<file path="src/occ_consts.svh">
// Register map, field positions and reset values of the output channel control.
// Included by every design file that decodes registers or fields.
`ifndef OCC_CONSTS_SVH
`define OCC_CONSTS_SVH

// ----------------------------------------
// Widths
// ----------------------------------------
`define OCC_REG_WIDTH 8
`define OCC_DIV_WIDTH 8

// ----------------------------------------
// Offsets
// ----------------------------------------
`define OCC_ADDR_DIV5 8'h28
`define OCC_ADDR_CTL6 8'h29
`define OCC_ADDR_STAT 8'h2a

// ----------------------------------------
// Reset values
// ----------------------------------------
`define OCC_DIV5_RST 8'h02
`define OCC_CTL6_RST 8'h18
`define OCC_READ_IDLE 8'h00

// ----------------------------------------
// Field positions
// ----------------------------------------
`define OCC_SRC_HI 7
`define OCC_SRC_LO 6
`define OCC_FMT_HI 5
`define OCC_FMT_LO 4
`define OCC_MODE1_HI 3
`define OCC_MODE1_LO 2
`define OCC_MODE2_HI 1
`define OCC_MODE2_LO 0
`define OCC_STAT_BYPASS 0
`define OCC_STAT_P_OE 1
`define OCC_STAT_N_OE 2
`define OCC_STAT_CH5 3

`endif

</file>
<file path="src/occ_pkg.sv">
// Types shared by the output channel control.
// Assumes field codes run 0 to 3 in the declared order.
package occ_pkg;

  // ----------------------------------------
  // Field encodings
  // ----------------------------------------
  typedef enum logic [1:0] {OCC_SRC_PLL1, OCC_SRC_PLL2, OCC_SRC_PRI, OCC_SRC_SEC} occ_src_t;
  typedef enum logic [1:0] {OCC_FMT_OFF, OCC_FMT_ACDIFF, OCC_FMT_HCSL, OCC_FMT_CMOS} occ_fmt_t;
  typedef enum logic [1:0] {OCC_LEG_TRI, OCC_LEG_LOW, OCC_LEG_INV, OCC_LEG_TRUE} occ_leg_t;

  // Reference sources skip the divider
  function automatic logic occ_is_ref(input occ_src_t src);
    return (src == OCC_SRC_PRI) || (src == OCC_SRC_SEC);
  endfunction

endpackage

</file>
<file path="src/occ_divider.sv">
// Edge-counting output divider for one channel.
// Assumes the source clock arrives as a level well below half the clock rate.
`timescale 1ns/1ps
`include "occ_consts.svh"
module occ_divider import occ_pkg::*; #(
  parameter int WIDTH = `OCC_DIV_WIDTH
) (
  input wire logic clock,
  input wire logic rst_n,
  input wire logic src_level,
  input wire logic [WIDTH-1:0] ratio_code,
  output logic div_out
);
  logic src_q;
  logic next_src_q;
  logic [WIDTH-1:0] cnt;
  logic [WIDTH-1:0] next_cnt;
  logic next_div_out;
  logic rise;
  logic [WIDTH:0] half;

  generate
    if (WIDTH < 1 || WIDTH > `OCC_REG_WIDTH) begin : g_bad_width
      $error("occ_divider: WIDTH out of range");
    end
  endgenerate

  // ----------------------------------------
  // Count source edges, code plus one per period
  // ----------------------------------------
  always_comb begin
    rise = src_level & ~src_q;
    half = ({1'h0, ratio_code} + (WIDTH + 1)'(2)) >> 1;
    next_src_q = src_level;
    next_cnt = cnt;
    if (rise) begin
      // Restart also catches a code lowered mid-period
      if (cnt >= ratio_code) begin
        next_cnt = '0;
      end else begin
        next_cnt = cnt + WIDTH'(1);
      end
    end
    if (ratio_code == '0) begin
      next_div_out = src_level;
    end else begin
      next_div_out = ({1'h0, next_cnt} < half);
    end
  end

  always_ff @(posedge clock or negedge rst_n) begin
    if (!rst_n) begin
      src_q <= 1'h0;
      cnt <= '0;
      div_out <= 1'h0;
    end else begin
      src_q <= next_src_q;
      cnt <= next_cnt;
      div_out <= next_div_out;
    end
  end
endmodule // occ_divider

</file>
<file path="src/occ_top.sv">
// Output channel control: channel 5 divider, channel 6 source and driver.
// Assumes synchronous inputs and one-cycle register strobes, never both at once.
//
// Local design decision: the strobed register port.
`timescale 1ns/1ps
`include "occ_consts.svh"
module occ_top import occ_pkg::*; #(
  parameter int DIV_WIDTH = `OCC_DIV_WIDTH
) (
  input wire logic clock,
  input wire logic rst_n,
  input wire logic [7:0] addr,
  input wire logic [7:0] wr_data,
  input wire logic wr_en,
  input wire logic rd_en,
  output logic [7:0] rd_data,
  input wire logic nv_load,
  input wire logic [7:0] nv_div5,
  input wire logic [7:0] nv_ctl6,
  input wire logic ch5_src,
  input wire logic ch6_pll1,
  input wire logic ch6_pll2,
  input wire logic pri_ref,
  input wire logic pri_ref_doubled,
  input wire logic sec_ref,
  input wire logic sec_ref_doubled,
  input wire logic doubler_en,
  input wire logic [DIV_WIDTH-1:0] ch6_divider_code,
  output logic ch5_out,
  output logic ch6_out_p,
  output logic ch6_out_p_oe,
  output logic ch6_out_n,
  output logic ch6_out_n_oe
);
  logic [7:0] channel5_divider;
  logic [7:0] next_channel5_divider;
  logic [7:0] channel6_output_control;
  logic [7:0] next_channel6_output_control;
  logic [7:0] next_rd_data;
  logic [7:0] status;
  logic ch6_clk_q;
  logic next_ch6_clk_q;
  logic pll_clk;
  logic div6_out;
  logic ch6_bypass;
  occ_src_t ch6_source_select;
  occ_fmt_t ch6_format;
  occ_leg_t ch6_positive_leg_mode;
  occ_leg_t ch6_negative_leg_mode;
  logic [1:0] leg_val;
  logic [1:0] leg_oe;

  generate
    if (DIV_WIDTH < 1 || DIV_WIDTH > `OCC_REG_WIDTH) begin : g_bad_width
      $error("occ_top: DIV_WIDTH out of range");
    end
  endgenerate

  // ----------------------------------------
  // Field decode
  // ----------------------------------------
  assign ch6_source_select =
    occ_src_t'(channel6_output_control[`OCC_SRC_HI:`OCC_SRC_LO]);
  assign ch6_format = occ_fmt_t'(channel6_output_control[`OCC_FMT_HI:`OCC_FMT_LO]);
  assign ch6_positive_leg_mode =
    occ_leg_t'(channel6_output_control[`OCC_MODE1_HI:`OCC_MODE1_LO]);
  assign ch6_negative_leg_mode =
    occ_leg_t'(channel6_output_control[`OCC_MODE2_HI:`OCC_MODE2_LO]);
  assign ch6_bypass = occ_is_ref(ch6_source_select);

  // ----------------------------------------
  // Registers
  // ----------------------------------------
  always_comb begin
    next_channel5_divider = channel5_divider;
    next_channel6_output_control = channel6_output_control;
    // Stored configuration first, so a same-cycle bus write still lands
    if (nv_load) begin
      next_channel5_divider = nv_div5;
      next_channel6_output_control = nv_ctl6;
    end
    if (wr_en && addr == `OCC_ADDR_DIV5) begin
      next_channel5_divider = wr_data;
    end
    if (wr_en && addr == `OCC_ADDR_CTL6) begin
      next_channel6_output_control = wr_data;
    end
  end

  always_ff @(posedge clock or negedge rst_n) begin
    if (!rst_n) begin
      channel5_divider <= `OCC_DIV5_RST;
      channel6_output_control <= `OCC_CTL6_RST;
    end else begin
      channel5_divider <= next_channel5_divider;
      channel6_output_control <= next_channel6_output_control;
    end
  end

  // ----------------------------------------
  // Read port
  // ----------------------------------------
  always_comb begin
    status = `OCC_READ_IDLE;
    status[`OCC_STAT_BYPASS] = ch6_bypass;
    status[`OCC_STAT_P_OE] = ch6_out_p_oe;
    status[`OCC_STAT_N_OE] = ch6_out_n_oe;
    status[`OCC_STAT_CH5] = ch5_out;
    next_rd_data = `OCC_READ_IDLE;
    if (rd_en) begin
      case (addr)
        `OCC_ADDR_DIV5: begin
          next_rd_data = channel5_divider;
        end
        `OCC_ADDR_CTL6: begin
          next_rd_data = channel6_output_control;
        end
        `OCC_ADDR_STAT: begin
          next_rd_data = status;
        end
        default: begin
          next_rd_data = `OCC_READ_IDLE;
        end
      endcase
    end
  end

  always_ff @(posedge clock or negedge rst_n) begin
    if (!rst_n) begin
      rd_data <= `OCC_READ_IDLE;
    end else begin
      rd_data <= next_rd_data;
    end
  end

  // ----------------------------------------
  // Dividers
  // ----------------------------------------
  occ_divider #(
    .WIDTH(DIV_WIDTH)
  ) u_div5 (
    .clock(clock),
    .rst_n(rst_n),
    .src_level(ch5_src),
    .ratio_code(channel5_divider[DIV_WIDTH-1:0]),
    .div_out(ch5_out)
  );

  assign pll_clk = (ch6_source_select == OCC_SRC_PLL2) ? ch6_pll2 : ch6_pll1;

  occ_divider #(
    .WIDTH(DIV_WIDTH)
  ) u_div6 (
    .clock(clock),
    .rst_n(rst_n),
    .src_level(pll_clk),
    .ratio_code(ch6_divider_code),
    .div_out(div6_out)
  );

  // ----------------------------------------
  // Channel 6 source
  // ----------------------------------------
  always_comb begin
    case (ch6_source_select)
      OCC_SRC_PRI: begin
        next_ch6_clk_q = doubler_en ? pri_ref_doubled : pri_ref;
      end
      OCC_SRC_SEC: begin
        next_ch6_clk_q = doubler_en ? sec_ref_doubled : sec_ref;
      end
      default: begin
        next_ch6_clk_q = div6_out;
      end
    endcase
  end

  always_ff @(posedge clock or negedge rst_n) begin
    if (!rst_n) begin
      ch6_clk_q <= 1'h0;
    end else begin
      ch6_clk_q <= next_ch6_clk_q;
    end
  end

  // ----------------------------------------
  // Channel 6 driver legs
  // ----------------------------------------
  // Differential modes only trim analog levels, so logic sees true/complement
  function automatic logic [1:0] leg_drive(input occ_fmt_t fmt, input occ_leg_t mode,
                                           input logic clk, input logic neg);
    logic [1:0] drv;
    drv = 2'h0;
    case (fmt)
      OCC_FMT_OFF: begin
        drv = 2'h0;
      end
      OCC_FMT_CMOS: begin
        case (mode)
          OCC_LEG_LOW: begin
            drv = 2'h2;
          end
          OCC_LEG_INV: begin
            drv = {1'h1, ~clk};
          end
          OCC_LEG_TRUE: begin
            drv = {1'h1, clk};
          end
          default: begin
            drv = 2'h0;
          end
        endcase
      end
      default: begin
        drv = {1'h1, clk ^ neg};
      end
    endcase
    return drv;
  endfunction

  generate
    for (genvar gi = 0; gi < 2; gi++) begin : g_leg
      logic [1:0] next_drv;
      always_comb begin
        next_drv = leg_drive(ch6_format,
                             (gi == 0) ? ch6_positive_leg_mode : ch6_negative_leg_mode,
                             ch6_clk_q, (gi == 1));
      end
      always_ff @(posedge clock or negedge rst_n) begin
        if (!rst_n) begin
          leg_oe[gi] <= 1'h0;
          leg_val[gi] <= 1'h0;
        end else begin
          leg_oe[gi] <= next_drv[1];
          leg_val[gi] <= next_drv[0];
        end
      end
    end
  endgenerate

  assign ch6_out_p_oe = leg_oe[0];
  assign ch6_out_p = leg_val[0];
  assign ch6_out_n_oe = leg_oe[1];
  assign ch6_out_n = leg_val[1];

  logic div5_touched;
  always_ff @(posedge clock or negedge rst_n) begin
    if (!rst_n) begin
      div5_touched <= 1'h0;
    end else if (nv_load || (wr_en && addr == `OCC_ADDR_DIV5)) begin
      div5_touched <= 1'h1;
    end
  end
endmodule // occ_top

</file>
<file path="config.mk">
export PLATFORM = sky130hd
export DESIGN_NAME = occ_top
export DESIGN_NICKNAME = d
export VERILOG_FILES = /design/src/occ_pkg.sv /design/src/occ_divider.sv /design/src/occ_top.sv
export VERILOG_INCLUDE_DIRS = /design/src /design/src/src
export SDC_FILE = /design/constraint.sdc
export NUM_CORES = 1
export LEC_CHECK = 0
export BUFFER_PORTS_ARGS = -buffer_cell sky130_fd_sc_hd__buf_2
export CAP_MARGIN = 10
export CORE_UTILIZATION = 51
export CTS_BUF_LIST = sky130_fd_sc_hd__clkbuf_16
export DETAILED_ROUTE_END_ITERATION = 12
export GPL_TIMING_DRIVEN = 0
export HOLD_SLACK_MARGIN = 0.05
export PLACE_DENSITY_LB_ADDON = 0.12
export SLEW_MARGIN = 20
export SYNTH_ARGS = -nofsm -noshare
export SYNTH_HDL_FRONTEND = slang
export SYNTH_SLANG_ARGS = --single-unit
</file>
<file path="constraint.sdc">
create_clock -name clock -period 5.35 [get_ports clock]
set_input_delay 1.3375 -clock clock [delete_from_list [all_inputs] [get_ports clock]]
set_output_delay 1.3375 -clock clock [all_outputs]
set_load 0.02 [all_outputs]
</file>
======== Yosys cells after proc, flatten, opt, wreduce, memory -nomap -nowiden ========
Index checks and enable logic that the tools add are counted.
cells by class
  add/sub/neg operators ................... 4
  multiply operators ...................... 0
  divide/modulo/power cells ............... 0
  order comparisons ....................... 4
  equal/unequal tests ..................... 13
  shift-type cells ........................ 0
  mux-type cells .......................... 20
  bitwise gates (word level) .............. 5
  reduce and logical (&&, ||, !) cells .... 8
operators by type and width
  kind                 count
  $mux 8               9
  $eq 8x6->1 const B   3
  $pmux 8 s3           1
  $add 8x2->9 const B  2
  $add 8x1->8 const B  2
  $ge 8x8->1           2
  $logic_not 8->1      2
  $lt 8x8->1           2
  $eq 2x2->1 const B   7
  $pmux 2 s3           2
  $pmux 2 s2           2
  $eq 2x1->1 const B   3
  $mux 1               5
  $reduce_bool 2->1    2
  $not 1->1            3
  $and 1x1->1          2
  $logic_and 1x1->1    2
  $logic_not 2->1      1
  $pmux 1 s2           1
  $logic_or 1x1->1     1
storage, ports and cells
  register bits after elaboration ......... 49
  latch bits .............................. 0
  bits in writable memories ............... 0
  memory bits (read-only) ................. 0
  input bits .............................. 53
  output and inout port bits .............. 13
  memories ................................ 0

======== Longest topological paths before layout ========
  depth in word-level cells ............... 6
  depth in mapped cells ................... 13
  mapped depth without buffers ............ 13

======== By module ========
A second synthesis with hierarchy kept.
unflattened totals
  cells, all modules ...................... 330
  area total of the unflattened synthesis .. 3,425.8 um^2
modules (own cells, without submodules)
  module       times used  cells an instance  area an instance (um^2)  sequential area each (um^2)
  occ_divider  2           106                962.2                    250.2
  occ_top      1           118                1,501.4                  729.4

======== Worst setup path before layout ========
OpenSTA, ideal clock, no wires.
  path kind ............................... input port to flip-flop
  start point ............................. input port ch6_divider_code[7]
  end point ............................... register u_div6.div_out
  setup time .............................. 77 ps
  data arrival time ....................... 3,649 ps
  required time ........................... 5,273 ps
  slack ................................... 1,624 ps
  stages on the path ...................... 13
  path buffers ............................ 0
  cells stage by stage .................... inv_1 > ha_1 > and3_4 > a221oi_4 > o211ai_4 > nor4_2 > a21o_1 > ha_1 > o2111a_1 > a211oi_1 > mux2_2 > nor2_1 > a21oi_1
on the way
  cells in the longest elaborated chain, start to end .. 5
RTL lines
  what                           line               text
  start: declaration             occ_top.sv:28      input wire logic [DIV_WIDTH-1:0] ch6_divider_code,
  $ge 8x8->1                     occ_divider.sv:38  if (cnt >= ratio_code) begin
  $mux 8                         occ_divider.sv:38
  $mux 8                         occ_divider.sv:36  if (rise) begin
  named net u_div6.next_cnt[7]   occ_divider.sv:17  logic [WIDTH-1:0] next_cnt;
  $lt 8x8->1                     occ_divider.sv:47  next_div_out = ({1'h0, next_cnt} < half);
  $mux 1                         occ_divider.sv:44  if (ratio_code == '0) begin
  named net u_div6.next_div_out  occ_divider.sv:18  logic next_div_out;
  end signal: assignment         occ_divider.sv:59  div_out <= next_div_out;
  end: declaration               occ_divider.sv:12  output logic div_out
The timed path passes the listed nets, and every way through them passes these cells.
A chain may end at the register's enable or synchronous reset.

======== Worst setup path after layout ========
  start point ............................. input port ch6_divider_code[6]
  end point ............................... register u_div6.div_out
Same word-level chain as after synthesis.

==> impl_metrics.json <==
{
  "status": "completed",
  "design.core.area_mm2": 0.00635,
  "maxCapViolCount": 0,
  "place_area_mm2": 0.00379,
  "first_global_vias": 2636,
  "io_pins": 66,
  "cts_root_buffer": "clkbuf_16",
  "setup_viol": 0,
  "dp_hpwl_um": 5710,
  "critPathCaptureType": "register",
  "post_cts_resize_count": 0,
  "grt_util_met1": 0.315,
  "clkTransAtPathRegs_ns": 0.07,
  "stdcell_area_mm2": 0.00393,
  "crit_buf_inv": 2,
  "worst_pin_slew_ns": 0.618,
  "worst_slack_ns": 1.48,
  "path_max_fanout": 7,
  "synth_area_mm2": 0.00337,
  "drcViolationCount": 0,
  "layout.nets": 513,
  "grt_use_met3": 0.0348,
  "insertion_delay_ns": 0.29,
  "cp_top_family": "compound AO/OA/AOI/OAI gates",
  "grt_busiest_layer": "met2",
  "postCtsSetupBuffers": 0,
  "cp_cell_sequence": "buf_2, inv_1, ha_1, and3_4, a221oi_4, o21ai_2, o21ai_0, o2bb2ai_1, ha_1, o2111a_1, a211oi_1, mux2_2, nor2_1, a21oi_1",
  "final_cell_mix": "buf_2, dfrtp_1, ha_1",
  "grt.total_usage": 0.221,
  "synth_top_family_by_area": "simple AND/OR/NAND/NOR gates",
  "cts_buffers": 5,
  "ant_nets": 0,
  "synthAdderAreaFrac": 0.134,
  "clockBufferDepth": 2,
  "antennaDiodeCount": 0,
  "synth-simple-area-share": 0.175,
  "port_buffers": 64,
  "antenna_found_initial": 0,
  "hold_depth": 1,
  "synth-edff-count": 0,
  "maxSlewViolCount": 0,
  "ys_async_sr_fraction": 1.00,
  "period_share": 0.723,
  "synthXorXnorAreaFrac": 0.0364,
  "final_common_cell": "buf_2",
  "synth.avg_cell_area_um2": 9.55,
  "fillers": 560,
  "cts_tree": "built",
  "grt.met2_usage": 0.356,
  "cts_hold_buf": 0,
  "path_common_cell": "ha_1",
  "grt_max_degree": 50,
  "synthMuxAreaShare": 0.0954,
  "rr_worst_depth": 13,
  "fin_setup_tns_ns": 0,
  "row_count": 29,
  "cpPeakStageDelay_ns": 0.35,
  "p_per_area_mw_per_mm2": 330,
  "fp.dieH_um": 83.3,
  "drtIter0Drc": 108,
  "yosysSeqAreaShare": 0.365,
  "p_leak_uw": 0.00198,
  "syn_nets": 442,
  "cp_slowest_cell": "a221oi_4",
  "die_x_um": 83.3,
  "start_kind": "primary input",
  "irDropWorstVdd_uv": 206,
  "min_period_ns": 3.87,
  "die-area_mm2": 0.00694,
  "finalNonFillerCells": 502,
  "post-place-ws_ns": 1.15,
  "yosysUniqueCellTypes": 52,
  "yosysWarnings": 0,
  "dr.pass1.iters": 4,
  "cp_num_cells": 14,
  "synth-seq-cells": 49,
  "grt_pass1_wl_um": 12400,
  "cts.sinks": 49,
  "required_ns": 5.56,
  "arrival_ns": 4.08,
  "hold_viol": 0,
  "synthFlopType": "dfrtp_1",
  "hold_class": "register to register",
  "fmax_ghz": 0.259,
  "vias_per_cell": 5.57,
  "postSynthCellCount": 353,
  "relSlewSlack": 0.588,
  "dr_total_vias": 2795,
  "path_class": "primary input to register",
  "skew_ns": 0.00538,
  "drive_gt1_frac": 0.221,
  "finalPower_uw": 1300,
  "grt-ovfl-total": 0,
  "start_util": 0.531,
  "routed_wl_um": 7340,
  "gp_congestion": 0.887,
  "area_growth_syn_to_layout_pct": 16.7,
  "rsz0062_at_grt": "no",
  "h-tree-depth": 2,
  "place_inst": 494,
  "synth_compound_area_frac": 0.156,
  "wl_per_cell_um": 14.6
}
==> stage by stage <==
stage / utilization / hold slack (ns)
floorplan: - / 0.456
global placement: 0.597 / 0.477
detailed placement: 0.597 / 0.471
CTS: 0.619 / 0.487
global route: 0.620 / 0.505
finish: 0.620 / 0.481
==> cells in the mapped netlist, types with 6 or more instances <==
library cell  instances  area share
a21o_1                9       0.020
a21oi_1              24       0.036
dfrtp_1              46        0.34
ha_1                 36        0.13
inv_1                25       0.028
mux2i_1              25       0.074
nand2_1              27       0.030
nand3_1              13       0.019
nor2_1               30       0.033
nor3_1                9       0.013
nor4_1                6       0.011
o21ai_0              18       0.027
xnor2_1              12       0.031
==> layer usage <==
layer | vias up | wire length, um
met1 | 1291 | 3480
met3 | 6 | 351
li1 | 1420 | -
met4 | 0 | 55
met2 | 78 | 3450
met5 | - | 0
==> sequential cells by signal (all words and copies together) (netlist names) <==
name,flops
channel5_divider,8
channel6_output_control,8
rd_data,8
u_div5.cnt,8
u_div6.cnt,8
ch6_clk_q,1
ch6_out_n,1
ch6_out_n_oe,1
ch6_out_p,1
ch6_out_p_oe,1
u_div5.div_out,1
u_div5.src_q,1
u_div6.div_out,1
u_div6.src_q,1
==> power breakdown <==
part | total, uW | switching, uW | internal [uW]
Sequential | 517 | 78.2 | 439
Combinational | 473 | 252 | 221
Clock | 308 | 135 | 173
==> final timing paths <==
path	startpoint	to	slack [ns]
max in group asynchronous	rst_n	u_div6.cnt[3]	3.86
worst max-delay path	ch6_divider_code[6]	u_div6.div_out	1.48
min in group asynchronous	rst_n	u_div5.cnt[5]	1.07
worst min register to register	u_div6.div_out	ch6_clk_q	0.48
worst min-delay path	u_div6.div_out	ch6_clk_q	0.48
worst max register to register	channel5_divider[1]	u_div5.div_out	2.14
==> area by class of cell <==
cell class	instances	area (um2)	area share
timing repair buffer	64	323	0.0821
multi-input combinational	271	2010	0.511
clock inverter	3	17.5	0.00445
sequential	49	1230	0.313
inverter	25	93.8	0.0239
tap	77	96.3	0.0245
buffer	8	36.3	0.00922
clock buffer	5	125	0.0318
==> cell families (layout without fill, tap and decap cells) <==
family	after synthesis	after routing
fa+ha+maj	36	36
simple gates	115	115
compound gates	76	76
buf+inv	33	105
flops	49	49
mux	30	30
xor+xnor	14	14
Note: power is estimated with default switching activity, not from simulation.
